--- config.mk ---
export PLATFORM = sky130hd
export DESIGN_NAME = scf_fifo_irq
export DESIGN_NICKNAME = d
export VERILOG_FILES = /design/src/include/scf_pkg.sv /design/src/logic/scf_fifo_irq.sv
export SDC_FILE = /design/constraint.sdc
export NUM_CORES = 1
export LEC_CHECK = 0
export BUFFER_PORTS_ARGS = -buffer_cell sky130_fd_sc_hd__buf_4
export CORE_ASPECT_RATIO = 0.75
export CORE_MARGIN = 5
export CORE_UTILIZATION = 50
export CTS_BUF_LIST = sky130_fd_sc_hd__clkbuf_2 sky130_fd_sc_hd__clkbuf_4 sky130_fd_sc_hd__clkbuf_8
export CTS_CLUSTER_SIZE = 14
export DETAILED_ROUTE_END_ITERATION = 6
export PLACE_DENSITY_LB_ADDON = 0.12
export SETUP_SLACK_MARGIN = 0.3
export SKIP_CTS_REPAIR_TIMING = 1
export SYNTH_ARGS = -nofsm -noshare
export SYNTH_HDL_FRONTEND = slang
export SYNTH_SLANG_ARGS = --single-unit
--- constraint.sdc ---
create_clock -name clock -period 5.5 [get_ports clock]
set_clock_uncertainty 0.2 [all_clocks]
set_input_delay 1.1 -clock clock [delete_from_list [all_inputs] [get_ports clock]]
set_output_delay 1.1 -clock clock [all_outputs]
set_load 0.1 [all_outputs]
--- src/include/scf_pkg.sv ---
// constants, field layout and bus carrier for the serial codec fifo and request block
// assumes one 20 MHz clock and a host that issues single-cycle strobes
package scf_pkg;
    localparam int SCF_DEPTH  = 16;
    localparam int SCF_DATA_W = 32;
    localparam int SCF_CNT_W  = 5;
    localparam int SCF_ADDR_W = 8;
    localparam int SCF_NSTAT  = 12;

    localparam logic [7:0] ADR_CTRL = 8'h00;
    localparam logic [7:0] ADR_FIFO = 8'h04;
    localparam logic [7:0] ADR_STAT = 8'h08;
    localparam logic [7:0] ADR_IEN  = 8'h0C;
    localparam logic [7:0] ADR_TXD  = 8'h10;
    localparam logic [7:0] ADR_RXD  = 8'h14;
    localparam logic [7:0] ADR_CTX  = 8'h18;
    localparam logic [7:0] ADR_CRX  = 8'h1C;
    localparam logic [7:0] ADR_SLOT = 8'h20;

    // control_reg bits
    localparam int CTL_TXE    = 0;
    localparam int CTL_RXE    = 1;
    localparam int CTL_SLAVE  = 2;
    localparam int CTL_SLOT16 = 3;
    localparam int CTL_TDMA   = 4;
    localparam int CTL_RDMA   = 5;
    localparam int CTL_TX_UNIT_RESET  = 8;
    localparam int CTL_RX_UNIT_RESET  = 9;
    localparam int CTL_FLEN   = 16;
    localparam logic [31:0] CTRL_RST = 32'h001F0000;

    // fifo register fields, as bit positions in the bus word
    localparam int FC_TWM   = 29;
    localparam int FC_TFREE = 24;
    localparam int FC_RWM   = 13;
    localparam int FC_RFILL = 8;

    // slot register fields
    localparam int SL_TX  = 0;
    localparam int SL_RX  = 4;
    localparam int SL_CD0 = 8;
    localparam int SL_CD1 = 12;
    localparam int SL_C0E = 16;
    localparam int SL_C1E = 17;
    localparam logic [31:0] SLOT_RST = 32'h00000000;
    localparam logic [31:0] IEN_RST  = 32'h00000000;

    // status bit positions
    localparam int ST_TXREQ = 0;
    localparam int ST_TXEMP = 1;
    localparam int ST_RXREQ = 2;
    localparam int ST_RXFUL = 3;
    localparam int ST_TX_CTRL_READY = 4;
    localparam int ST_RX_CTRL_READY = 5;
    localparam int ST_TXUF  = 6;
    localparam int ST_TXOV  = 7;
    localparam int ST_RXOV  = 8;
    localparam int ST_RXUF  = 9;
    localparam int ST_SYNC  = 10;
    localparam int ST_SLOT  = 11;
    localparam logic [11:0] ST_ERR_MASK = 12'hFC0;

    localparam logic [2:0] WM_C000 = 3'h0;
    localparam logic [2:0] WM_C100 = 3'h4;
    localparam logic [2:0] WM_C101 = 3'h5;
    localparam logic [2:0] WM_C110 = 3'h6;
    localparam logic [2:0] WM_C111 = 3'h7;

    typedef struct packed {
        logic [7:0]  addr;
        logic [31:0] wdata;
        logic        wr;
        logic        rd;
    } scf_bus_t;
endpackage

--- src/logic/scf_fifo_irq.sv ---
// fifos, watermark and dma requests, unit resets and status of the serial codec port
// assumes serial timing comes from a framing block as one-cycle strobes on this clock
`timescale 1ns/1ps
module scf_fifo_irq
    import scf_pkg::*;
#(
    parameter int DATA_W = SCF_DATA_W,
    parameter int DEPTH  = SCF_DEPTH
) (
    input  wire logic        clock,
    input  wire logic        reset,
    input  wire logic        clock_enable,
    input  wire logic        module_stop,
    input  wire scf_bus_t    bus,
    output logic [31:0]      read_data,
    input  wire logic        tx_slot_pulse,
    output logic [31:0]      tx_word,
    input  wire logic        rx_word_valid,
    input  wire logic [31:0] rx_word,
    input  wire logic        ctrl_slot_pulse,
    input  wire logic [31:0] rx_ctrl_word,
    output logic [31:0]      ctrl_tx_word,
    output logic             ctrl_slot_enable,
    input  wire logic        bit_tick,
    input  wire logic        frame_sync_in,
    output logic             irq,
    output logic             tx_dma_request,
    output logic             rx_dma_request
);
    // pointers and counts are sized for exactly sixteen 32-bit words
    if (DEPTH != SCF_DEPTH || DATA_W != SCF_DATA_W) begin : g_bad_geometry
        $error("fifo geometry is fixed at sixteen words of 32 bits");
    end

    localparam logic [4:0] FULL = 5'h10;

    function automatic logic [4:0] tx_thr(input logic [2:0] c);
        case (c)
            WM_C100: tx_thr = 5'h0C;
            WM_C101: tx_thr = 5'h08;
            WM_C110: tx_thr = 5'h04;
            WM_C111: tx_thr = 5'h01;
            default: tx_thr = 5'h10;
        endcase
    endfunction

    function automatic logic [4:0] rx_thr(input logic [2:0] c);
        case (c)
            WM_C100: rx_thr = 5'h04;
            WM_C101: rx_thr = 5'h08;
            WM_C110: rx_thr = 5'h0C;
            WM_C111: rx_thr = 5'h10;
            default: rx_thr = 5'h01;
        endcase
    endfunction

    ////////////////////////////////////////////////////////////////////////////
    // registers
    logic [31:0] control_reg;
    logic [5:0]  fifo_control_reg;
    logic [11:0] irq_enable_reg;
    logic [17:0] slot_reg;
    logic [5:0]  err_reg;
    logic        tx_ctrl_ready_reg;
    logic        rx_ctrl_ready_reg;
    logic [31:0] ctx_reg;
    logic [31:0] crx_reg;
    logic [31:0] rx_data_reg;
    logic [31:0] read_data_reg;
    logic        tx_gap_reg;
    logic        rx_gap_reg;
    logic [7:0]  bit_cnt_reg;
    logic        framed_reg;

    logic [31:0] tx_mem [DEPTH];
    logic [31:0] rx_mem [DEPTH];
    logic [3:0]  tx_wp_reg;
    logic [3:0]  tx_rp_reg;
    logic [3:0]  rx_wp_reg;
    logic [3:0]  rx_rp_reg;
    logic [4:0]  tx_cnt_reg;
    logic [4:0]  rx_cnt_reg;

    ////////////////////////////////////////////////////////////////////////////
    // decode
    wire run       = ~module_stop;
    wire tx_en     = control_reg[CTL_TXE];
    wire rx_en     = control_reg[CTL_RXE];
    wire wr_ctrl   = bus.wr && bus.addr == ADR_CTRL;
    wire tx_rst    = wr_ctrl && bus.wdata[CTL_TX_UNIT_RESET];
    wire rx_rst    = wr_ctrl && bus.wdata[CTL_RX_UNIT_RESET];
    wire wr_stat   = bus.wr && bus.addr == ADR_STAT;
    wire tx_full   = tx_cnt_reg == FULL;
    wire tx_empty  = tx_cnt_reg == 5'h00;
    wire rx_full   = rx_cnt_reg == FULL;
    wire rx_empty  = rx_cnt_reg == 5'h00;

    wire tx_push_try = bus.wr && bus.addr == ADR_TXD;
    wire tx_push     = tx_push_try && !tx_full;
    wire tx_ov_set   = tx_push_try && tx_full;
    wire tx_pop_try  = run && tx_en && tx_slot_pulse;
    wire tx_pop      = tx_pop_try && !tx_empty;
    wire tx_uf_set   = tx_pop_try && tx_empty;
    wire rx_push_try = run && rx_en && rx_word_valid;
    wire rx_push     = rx_push_try && !rx_full;
    wire rx_ov_set   = rx_push_try && rx_full;
    wire rx_pop_try  = bus.rd && bus.addr == ADR_RXD;
    wire rx_pop      = rx_pop_try && !rx_empty;
    wire rx_uf_set   = rx_pop_try && rx_empty;

    wire [4:0] tx_free = FULL - tx_cnt_reg;
    wire tx_req = tx_en && tx_free >= tx_thr(fifo_control_reg[5:3]);
    wire rx_req = rx_en && rx_cnt_reg >= rx_thr(fifo_control_reg[2:0]);

    // an enabled control slot equal to a data slot turns the whole control channel off and sets an error
    wire c0_hit = slot_reg[SL_C0E] && (slot_reg[SL_CD0 +: 4] == slot_reg[SL_TX +: 4]
                  || slot_reg[SL_CD0 +: 4] == slot_reg[SL_RX +: 4]);
    wire c1_hit = slot_reg[SL_C1E] && (slot_reg[SL_CD1 +: 4] == slot_reg[SL_TX +: 4]
                  || slot_reg[SL_CD1 +: 4] == slot_reg[SL_RX +: 4]);
    wire slot_conflict = c0_hit || c1_hit;
    wire ctl_on  = control_reg[CTL_SLOT16] && (slot_reg[SL_C0E] || slot_reg[SL_C1E]) && !slot_conflict;
    wire ctl_go  = run && ctl_on && ctrl_slot_pulse;

    wire [7:0] flen_m1   = control_reg[CTL_FLEN +: 8];
    wire       tick      = run && bit_tick;
    wire       sync_early = tick && frame_sync_in && control_reg[CTL_SLAVE]
                            && framed_reg && bit_cnt_reg != flen_m1;

    wire [5:0] err_set = {slot_conflict, sync_early, rx_uf_set, rx_ov_set, tx_ov_set, tx_uf_set};
    wire [5:0] err_clr = wr_stat ? bus.wdata[ST_RXUF + 2 : ST_TXUF] : 6'h00;

    wire [11:0] status = {err_reg, rx_ctrl_ready_reg, tx_ctrl_ready_reg,
                          rx_full, rx_req, tx_en && tx_empty, tx_req};
    wire tx_dma_en = control_reg[CTL_TDMA];
    wire rx_dma_en = control_reg[CTL_RDMA];

    assign irq            = |(status & irq_enable_reg);
    assign tx_dma_request = tx_dma_en && tx_req && !tx_gap_reg;
    assign rx_dma_request = rx_dma_en && rx_req && !rx_gap_reg;
    assign ctrl_slot_enable = ctl_on;
    assign read_data      = read_data_reg;

    logic [31:0] rd_mux;
    always_comb begin
        case (bus.addr)
            ADR_CTRL: rd_mux = control_reg & ~(32'h1 << CTL_TX_UNIT_RESET | 32'h1 << CTL_RX_UNIT_RESET);
            ADR_FIFO: rd_mux = {fifo_control_reg[5:3], tx_free, 8'h00,
                                fifo_control_reg[2:0], rx_cnt_reg, 8'h00};
            ADR_STAT: rd_mux = {20'h00000, status};
            ADR_IEN:  rd_mux = {20'h00000, irq_enable_reg};
            ADR_RXD:  rd_mux = rx_empty ? rx_data_reg : rx_mem[rx_rp_reg];
            ADR_CRX:  rd_mux = crx_reg;
            ADR_SLOT: rd_mux = {14'h0000, slot_reg};
            default:  rd_mux = 32'h00000000;
        endcase
    end

    ////////////////////////////////////////////////////////////////////////////
    // host registers
    always_ff @(posedge clock) begin
        if (reset) begin
            control_reg      <= CTRL_RST;
            fifo_control_reg <= 6'h00;
            irq_enable_reg   <= IEN_RST[11:0];
            slot_reg         <= SLOT_RST[17:0];
            read_data_reg    <= 32'h00000000;
        end else if (clock_enable) begin
            read_data_reg <= bus.rd ? rd_mux : 32'h00000000;
            if (wr_ctrl) begin
                control_reg <= bus.wdata;
                control_reg[CTL_TX_UNIT_RESET] <= 1'b0;
                control_reg[CTL_RX_UNIT_RESET] <= 1'b0;
                if (bus.wdata[CTL_TX_UNIT_RESET])
                    control_reg[CTL_TXE] <= 1'b0;
                if (bus.wdata[CTL_RX_UNIT_RESET])
                    control_reg[CTL_RXE] <= 1'b0;
            end
            if (bus.wr && bus.addr == ADR_FIFO)
                fifo_control_reg <= {bus.wdata[FC_TWM +: 3], bus.wdata[FC_RWM +: 3]};
            if (bus.wr && bus.addr == ADR_IEN)
                irq_enable_reg <= bus.wdata[11:0];
            if (bus.wr && bus.addr == ADR_SLOT)
                slot_reg <= bus.wdata[17:0];
        end
    end

    // error flags: write one to clear, a new event in the same cycle wins
    always_ff @(posedge clock) begin
        if (reset)
            err_reg <= 6'h00;
        else if (clock_enable)
            err_reg <= (err_reg & ~err_clr) | err_set;
    end

    ////////////////////////////////////////////////////////////////////////////
    // transmit fifo
    always_ff @(posedge clock) begin
        if (tx_push && clock_enable)
            tx_mem[tx_wp_reg] <= bus.wdata;
    end

    always_ff @(posedge clock) begin
        if (reset || (clock_enable && tx_rst)) begin
            tx_wp_reg  <= 4'h0;
            tx_rp_reg  <= 4'h0;
            tx_cnt_reg <= 5'h00;
            tx_word    <= 32'h00000000;
        end else if (clock_enable) begin
            if (tx_push)
                tx_wp_reg <= tx_wp_reg + 4'h1;
            if (tx_pop) begin
                tx_rp_reg <= tx_rp_reg + 4'h1;
                tx_word   <= tx_mem[tx_rp_reg];
            end
            tx_cnt_reg <= tx_cnt_reg + {4'h0, tx_push} - {4'h0, tx_pop};
        end
    end

    ////////////////////////////////////////////////////////////////////////////
    // receive fifo
    always_ff @(posedge clock) begin
        if (rx_push && clock_enable)
            rx_mem[rx_wp_reg] <= rx_word;
    end

    always_ff @(posedge clock) begin
        if (reset || (clock_enable && rx_rst)) begin
            rx_wp_reg   <= 4'h0;
            rx_rp_reg   <= 4'h0;
            rx_cnt_reg  <= 5'h00;
            rx_data_reg <= 32'h00000000;
        end else if (clock_enable) begin
            if (rx_push)
                rx_wp_reg <= rx_wp_reg + 4'h1;
            if (rx_pop) begin
                rx_rp_reg   <= rx_rp_reg + 4'h1;
                rx_data_reg <= rx_mem[rx_rp_reg];
            end
            rx_cnt_reg <= rx_cnt_reg + {4'h0, rx_push} - {4'h0, rx_pop};
        end
    end

    ////////////////////////////////////////////////////////////////////////////
    // dma gaps: request held low for the cycle after each dma data access
    always_ff @(posedge clock) begin
        if (reset) begin
            tx_gap_reg <= 1'b0;
            rx_gap_reg <= 1'b0;
        end else if (clock_enable) begin
            tx_gap_reg <= tx_dma_en && tx_push;
            rx_gap_reg <= rx_dma_en && rx_pop;
        end
    end

    ////////////////////////////////////////////////////////////////////////////
    // control data channel
    always_ff @(posedge clock) begin
        if (reset) begin
            tx_ctrl_ready_reg    <= 1'b0;
            rx_ctrl_ready_reg    <= 1'b0;
            ctx_reg      <= 32'h00000000;
            crx_reg      <= 32'h00000000;
            ctrl_tx_word <= 32'h00000000;
        end else if (clock_enable) begin
            if (bus.wr && bus.addr == ADR_CTX) begin
                ctx_reg   <= bus.wdata;
                tx_ctrl_ready_reg <= 1'b0;
            end
            if (bus.rd && bus.addr == ADR_CRX)
                rx_ctrl_ready_reg <= 1'b0;
            if (ctl_go) begin
                ctrl_tx_word <= ctx_reg;
                crx_reg      <= rx_ctrl_word;
                tx_ctrl_ready_reg    <= 1'b1;
                rx_ctrl_ready_reg    <= 1'b1;
            end
            if (tx_rst)
                tx_ctrl_ready_reg <= 1'b0;
            if (rx_rst)
                rx_ctrl_ready_reg <= 1'b0;
        end
    end

    ////////////////////////////////////////////////////////////////////////////
    // frame bit counter, restarted by every sync
    always_ff @(posedge clock) begin
        if (reset) begin
            bit_cnt_reg <= 8'h00;
            framed_reg  <= 1'b0;
        end else if (clock_enable && tick) begin
            if (frame_sync_in) begin
                bit_cnt_reg <= 8'h00;
                framed_reg  <= 1'b1;
            end else if (bit_cnt_reg == flen_m1)
                bit_cnt_reg <= 8'h00;
            else
                bit_cnt_reg <= bit_cnt_reg + 8'h01;
        end
    end
endmodule

; ---- Word-level counts from Yosys, hierarchy flattened
; Memory sizes are Yosys's and may differ from the RTL's. A register that Yosys moved wholly into a read port is not among the register bits.
; Index checks and enable logic that the tools add are counted.
[word_totals]
reg_bits = 271
ramBits = 1024
input_bits = 115
mem_count = 2
mem_bits_ro = 0
wordCells = 167
latch_bits = 0
[op_classes]
n_addsub = 10
reduce_logical = 80
bitwise_logic = 5
n_mul = 0
shifts = 0
n_eq_ne = 24
mux = 22
n_lt_le_gt_ge = 2
div = 0
[memory_table]
columns = memory, words, width, read_ports, rd_clocked_by_memory_dff, write_ports, line
row1 = rx_mem, 16, 32, 1, 1, 1, scf_fifo_irq.sv:76  ; logic [31:0] rx_mem [DEPTH];
row2 = tx_mem, 16, 32, 1, 1, 1, scf_fifo_irq.sv:75  ; logic [31:0] tx_mem [DEPTH];
[op_table]
columns = op, count
row1 = $pmux W32 S7, 1
row2 = $mux W32, 2
row3 = $logic_and A1 B1 Y1, 48
row4 = $pmux W5 S4, 2
row5 = $eq A8 B5 Y1 const B, 4
row6 = $reduce_and A2 Y1, 13
row7 = $eq A3 B3 Y1 const B, 8
row8 = $add A4 B1 Y4 const B, 4
row9 = $eq A4 B4 Y1, 4
row10 = $eq A8 B4 Y1 const B, 2
row11 = $mux W8, 2
row12 = $and A12 B12 Y12, 1
row13 = $mux W1, 12
row14 = $reduce_or A12 Y1, 1
row15 = $add A5 B1 Y5, 2
row16 = $eq A5 B5 Y1 const B, 2
row17 = $ge A5 B5 Y1, 2
row18 = $logic_not A5 Y1, 2
row19 = $sub A5 B1 Y5, 2
row20 = $add A8 B1 Y8 const B, 1
row21 = $eq A8 B3 Y1 const B, 1
row22 = $eq A8 B6 Y1 const B, 1
row23 = $eq A8 B8 Y1, 1
row24 = $logic_not A8 Y1, 1
row25 = other kinds (11), 24

; ---- Longest topological paths before layout
[logic_depth]
depth_word = 10
depth_mapped = 18

; ---- Worst setup path before layout
; OpenSTA, ideal clock, no wires.
[synth_path]
kind = register -> output
startpoint = register fifo_control_reg[0]
endpoint = output rx_dma_request
stages_incl_launch_ff = 8
t_required_ns = 4.200
arrival_ns = 4.165
slack_ns = 0.035
path_cell_list = dfxtp_1 -> xor2_1 -> nand2_1 -> ha_1 -> o21ai_0 -> nor2_1 -> nor3_1 -> nor4b_1
[synth_between]
elab_chain_cells = 6
word_cells_on_any_way = 9
cone_classes = 1 x order compare / 4 x eq/ne / 1 x mux / 3 x reduce/logical
[synth_rtl]
columns = item, line
row1 = "start, declared", scf_fifo_irq.sv:60  ; logic [5:0] fifo_control_reg;
row2 = "start signal, assigned", scf_fifo_irq.sv:179  ; fifo_control_reg <= {bus.wdata[FC_TWM +: 3], bus.wdata[FC_RWM +: 3]};
row3 = $eq A3 B3 Y1, scf_fifo_irq.sv:48  ; case (c)
row4 = $pmux W5 S4 *, scf_fifo_irq.sv:48
row5 = $ge A5 B5 Y1 *, scf_fifo_irq.sv:113  ; wire rx_req = rx_en && rx_cnt_reg >= rx_thr(fifo_control_reg[2:0]);
row6 = $logic_and A1 B1 Y1 *, scf_fifo_irq.sv:113
row7 = $logic_and A1 B1 Y1 * (2 in a row), scf_fifo_irq.sv:139  ; assign rx_dma_request = rx_dma_en && rx_req && !rx_gap_reg;
row8 = "end, declared", scf_fifo_irq.sv:28  ; output logic rx_dma_request
; Mark *: on every way between the ends. The rest lies on a longest branch, timed or not.

; ---- Final worst setup path
[layout_path]
startpoint = register rx_cnt_reg[0]
endpoint = output irq
[layout_between]
elab_chain_cells = 4
word_cells_on_any_way = 5
cone_classes = 1 x order compare / 1 x eq/ne / 1 x bitwise / 2 x reduce/logical
[layout_rtl]
columns = item, line
row1 = "start, declared", scf_fifo_irq.sv:82  ; logic [4:0] rx_cnt_reg;
row2 = "start signal, assigned", scf_fifo_irq.sv:239  ; rx_cnt_reg <= rx_cnt_reg + {4'h0, rx_push} - {4'h0, rx_pop};
row3 = $ge A5 B5 Y1, scf_fifo_irq.sv:113
row4 = $logic_and A1 B1 Y1, scf_fifo_irq.sv:113
row5 = $and A12 B12 Y12 *, scf_fifo_irq.sv:137  ; assign irq = |(status & irq_enable_reg);
row6 = $reduce_or A12 Y1 *, scf_fifo_irq.sv:137
row7 = "end, declared", scf_fifo_irq.sv:26  ; output logic irq,
; Marks and branches as above.

==> impl_results.md <==
- Bufs on Longest Clock Path: 3
- Slew headroom: 8.98%
- Final WL: between 100 and 150 mm
- Die area: approximately 110,000 um2
- Hold Crit Class: flip-flop to flip-flop
- HPWL Detailed: 88.5 mm
- Max Clk Rate: 0.205 GHz
- Layout cell share with drive strength beyond 1: between 20% and 30%
- Synth unique cells: between 60 and 70
- Grt peak-use layer: met1
- Core area: 104,000 um2
- Routability cong.: slightly above 0.9
- #FFs+latches synth: 1,331
- First-pass GRT wire length: between 200 and 250 mm
- Main flop type after synthesis: edfxtp_1
- Min Clock Period, post-route: between 4 and 5 ns
- Utilization after layout: between 50% and 60%
- Clock latency on the worst-skew pair: roughly 0.89 ns
- GR Overflow Total: 0
- Fill cell count: around 7.9k
- First-pass iteration count of the detailed router: 5
- Pin count of the biggest net entering global routing: 81
- Setup CP Type: flip-flop to output pin
- Worst setup margin: between 0.6 and 0.7 ns
- Fin. max-slew vios: 0
- Slew at the pin closest to its max-slew limit: 1.36 ns
- Maximum capacitance violations: 0
- Ys Warns: 0
- Most used cell, CP: nor2_1
- Routed via count: approximately 30k
- Clock sinks: between 1k and 1.5k
- Leakage Power: 0.0191 uW
- Critical Path Start Type: flip-flop
- Crit. End Element: output pin
- Die Y-Extent: approximately 290 um
- Antenna violations before repair: 9
- Seq/Total Area, Yosys: between 70% and 80%
- Crit path required time: between 4 and 5 ns
- Starting Density: 50.5%
- Met1 GRT Util: between 30% and 40%
- Post-synth top area share: roughly 60%
- Placed cell areas: ~56,000 um2
- Async SR Flop Fraction: 0%
- Port Buffers: approximately 210
- Gate Count Post-Synth: roughly 3.1k
- Clock-pin slew on the worst setup and hold paths: approximately 0.07 ns
- RSZ-0062 raised after global routing: false
- Setup Total Neg Slack: 0 ns
- Critical Path Slowest Stage Cell: dfxtp_1
- WP data arrival: 3.57 ns
- Design area: 59,800 um2
- Commonest cells after routing, fill and taps aside: edfxtp_1, nand2_1, dfxtp_1, mux4_2, buf_4
- Via/cell ratio: ~6.0
- Grt met3 use: 7.34%
- PwrDens: 323 nW/um2
- Cell row count: roughly 100
- Status: finished clean
- Synth top area cells: edfxtp_1, mux4_2, dfxtp_1, nand2_1, mux2i_1
- Place WS: 0.204 ns
- WL/cell: ~28 um
- Max IR drop VDD: 0.230 mV
- DRC viols: 0
- Mapped cell area: approximately 52,000 um2
- H-tree depth: 4
- Die extent in x: between 300 and 400 um
- Worst-path maximum fanout: 6
- DR iter-0 viols: between 3k and 4k
- Ports: between 200 and 250
- Vias in the first global route: 30.4k
- Area growth from synthesis to layout: 14.4%
- Largest stage delay, worst path: ~0.53 ns
- Synthesized Nets: 3,297
- Total Routing Usage GR: 25.3%
- Biggest regs: rx_mem x512, tx_mem x512
- TritonCTS buffer count: just under 200
- ANT nets after route: 0
- Final setup fails: 0
- CTS tree: yes
- Cells along the critical path: inv_1 > ha_1 > nor4b_1 > nor2_1 > nor3_1 > nor2_1 > a221o_1 > buf_4
- Tot Pwr: between 15,000 and 20,000 uW
- Synthesized area per cell: roughly 17 um2
- GR Util met2: between 30% and 40%
- Commonest non-fill, non-tap cell in the layout: edfxtp_1
- Final worst-path cycle share: about nine tenths
- Post-synth EDFFs: roughly 1k
- Final Hold Vio Count: 0
- Clock tree root buffer cell: clkbuf_8
- Yosys top cell by area: edfxtp_1
- Final nets: 3,610
==> metrics by stage <==
stage	hold WS, ns	cells
CTS	0.175	5022
global placement	0.236	4662
detailed placement	0.244	4662
global route	0.222	5026
finish	0.253	5026
floorplan	0.229	3145
==> worst max-delay path, delay by kind of cell (launching register included) <==
kind	cells	cell delay, ns
simple gates	4	0.97
flops	1	0.53
compound gates	1	0.50
buf+inv	2	0.38
fa+ha+maj	1	0.30
==> cell families (layout without fill, tap and decap cells) <==
kind of cell | Yosys count | count (layout) | share of synthesized area, %
buf+inv | 211 | 685 | 1.99
mux | 441 | 441 | 15.2
simple gates | 738 | 738 | 6.18
compound gates | 335 | 335 | 4.21
other cells | 0 | 3 | 0
xor+xnor | 52 | 52 | 0.872
fa+ha+maj | 37 | 37 | 0.915
flops | 1331 | 1331 | 70.6
==> path summary, 6_finish.rpt <==
check                             start  cells after the start                      endpoint  slack, ns
min            ctx_reg[13]$_SDFFE_PP0P_                      2      ctx_reg[13]$_SDFFE_PP0P_       0.25
max reg2reg  rx_cnt_reg[2]$_SDFFE_PP0P_                     10  rx_data_reg[27]$_SDFFE_PP0P_       1.44
min reg2reg    ctx_reg[13]$_SDFFE_PP0P_                      2      ctx_reg[13]$_SDFFE_PP0P_       0.25
max          rx_cnt_reg[0]$_SDFFE_PP0P_                      8                           irq       0.63
==> synth_stat cells, types with 4 or more instances <==
| cell | n |
|---|---|
| xnor2_1 | 26 |
| and2_1 | 6 |
| nand2_1 | 403 |
| a21o_1 | 4 |
| or3_1 | 5 |
| ha_1 | 35 |
| edfxtp_1 | 1024 |
| nor3_2 | 4 |
| o211ai_1 | 12 |
| buf_4 | 16 |
| nor3_1 | 15 |
| dfxtp_1 | 307 |
| nand2b_1 | 15 |
| nor4b_1 | 5 |
| a22o_1 | 5 |
| buf_1 | 14 |
| a21oi_1 | 99 |
| o21ai_1 | 35 |
| buf_2 | 54 |
| mux4_2 | 280 |
| o21ai_0 | 42 |
| xor2_1 | 26 |
| buf_6 | 10 |
| nor4_2 | 4 |
| clkbuf_1 | 87 |
| a221o_1 | 6 |
| a22oi_1 | 36 |
| a211oi_1 | 21 |
| nand3b_1 | 7 |
| and3_1 | 5 |
| mux2_2 | 22 |
| nand4_1 | 15 |
| nor2b_1 | 5 |
| mux2i_1 | 139 |
| nand3_1 | 51 |
| inv_1 | 26 |
| nor2_1 | 177 |
| a221oi_1 | 59 |
==> metal layers <==
metal / part of all wire, % / up-vias
met5: 0.049 / -
met4: 2.3 / 12
met3: 10 / 214
met2: 43 / 1428
met1: 45 / 15600
li1: - / 12900
==> power by group <==
| part | total [uW] | switching [uW] | internal [uW] |
|---|---|---|---|
| logic | 442 | 322 | 120 |
| clock network | 8030 | 3760 | 4280 |
| registers | 10800 | 16.3 | 10800 |
==> area by class of cell <==
| cell class | instances | area (um2) | share of cell area [%] |
|---|---|---|---|
| Multi-Input combinational cell | 1603 | 14600 | 24.4 |
| Clock buffer | 291 | 3550 | 5.95 |
| Antenna cell | 3 | 7.51 | 0.0126 |
| Inverter | 27 | 101 | 0.170 |
| Timing Repair Buffer | 298 | 2440 | 4.08 |
| Clock inverter | 69 | 410 | 0.686 |
| Tap cell | 1404 | 1760 | 2.94 |
| Sequential cell | 1331 | 36900 | 61.8 |
(Power assumes the default switching activity.)
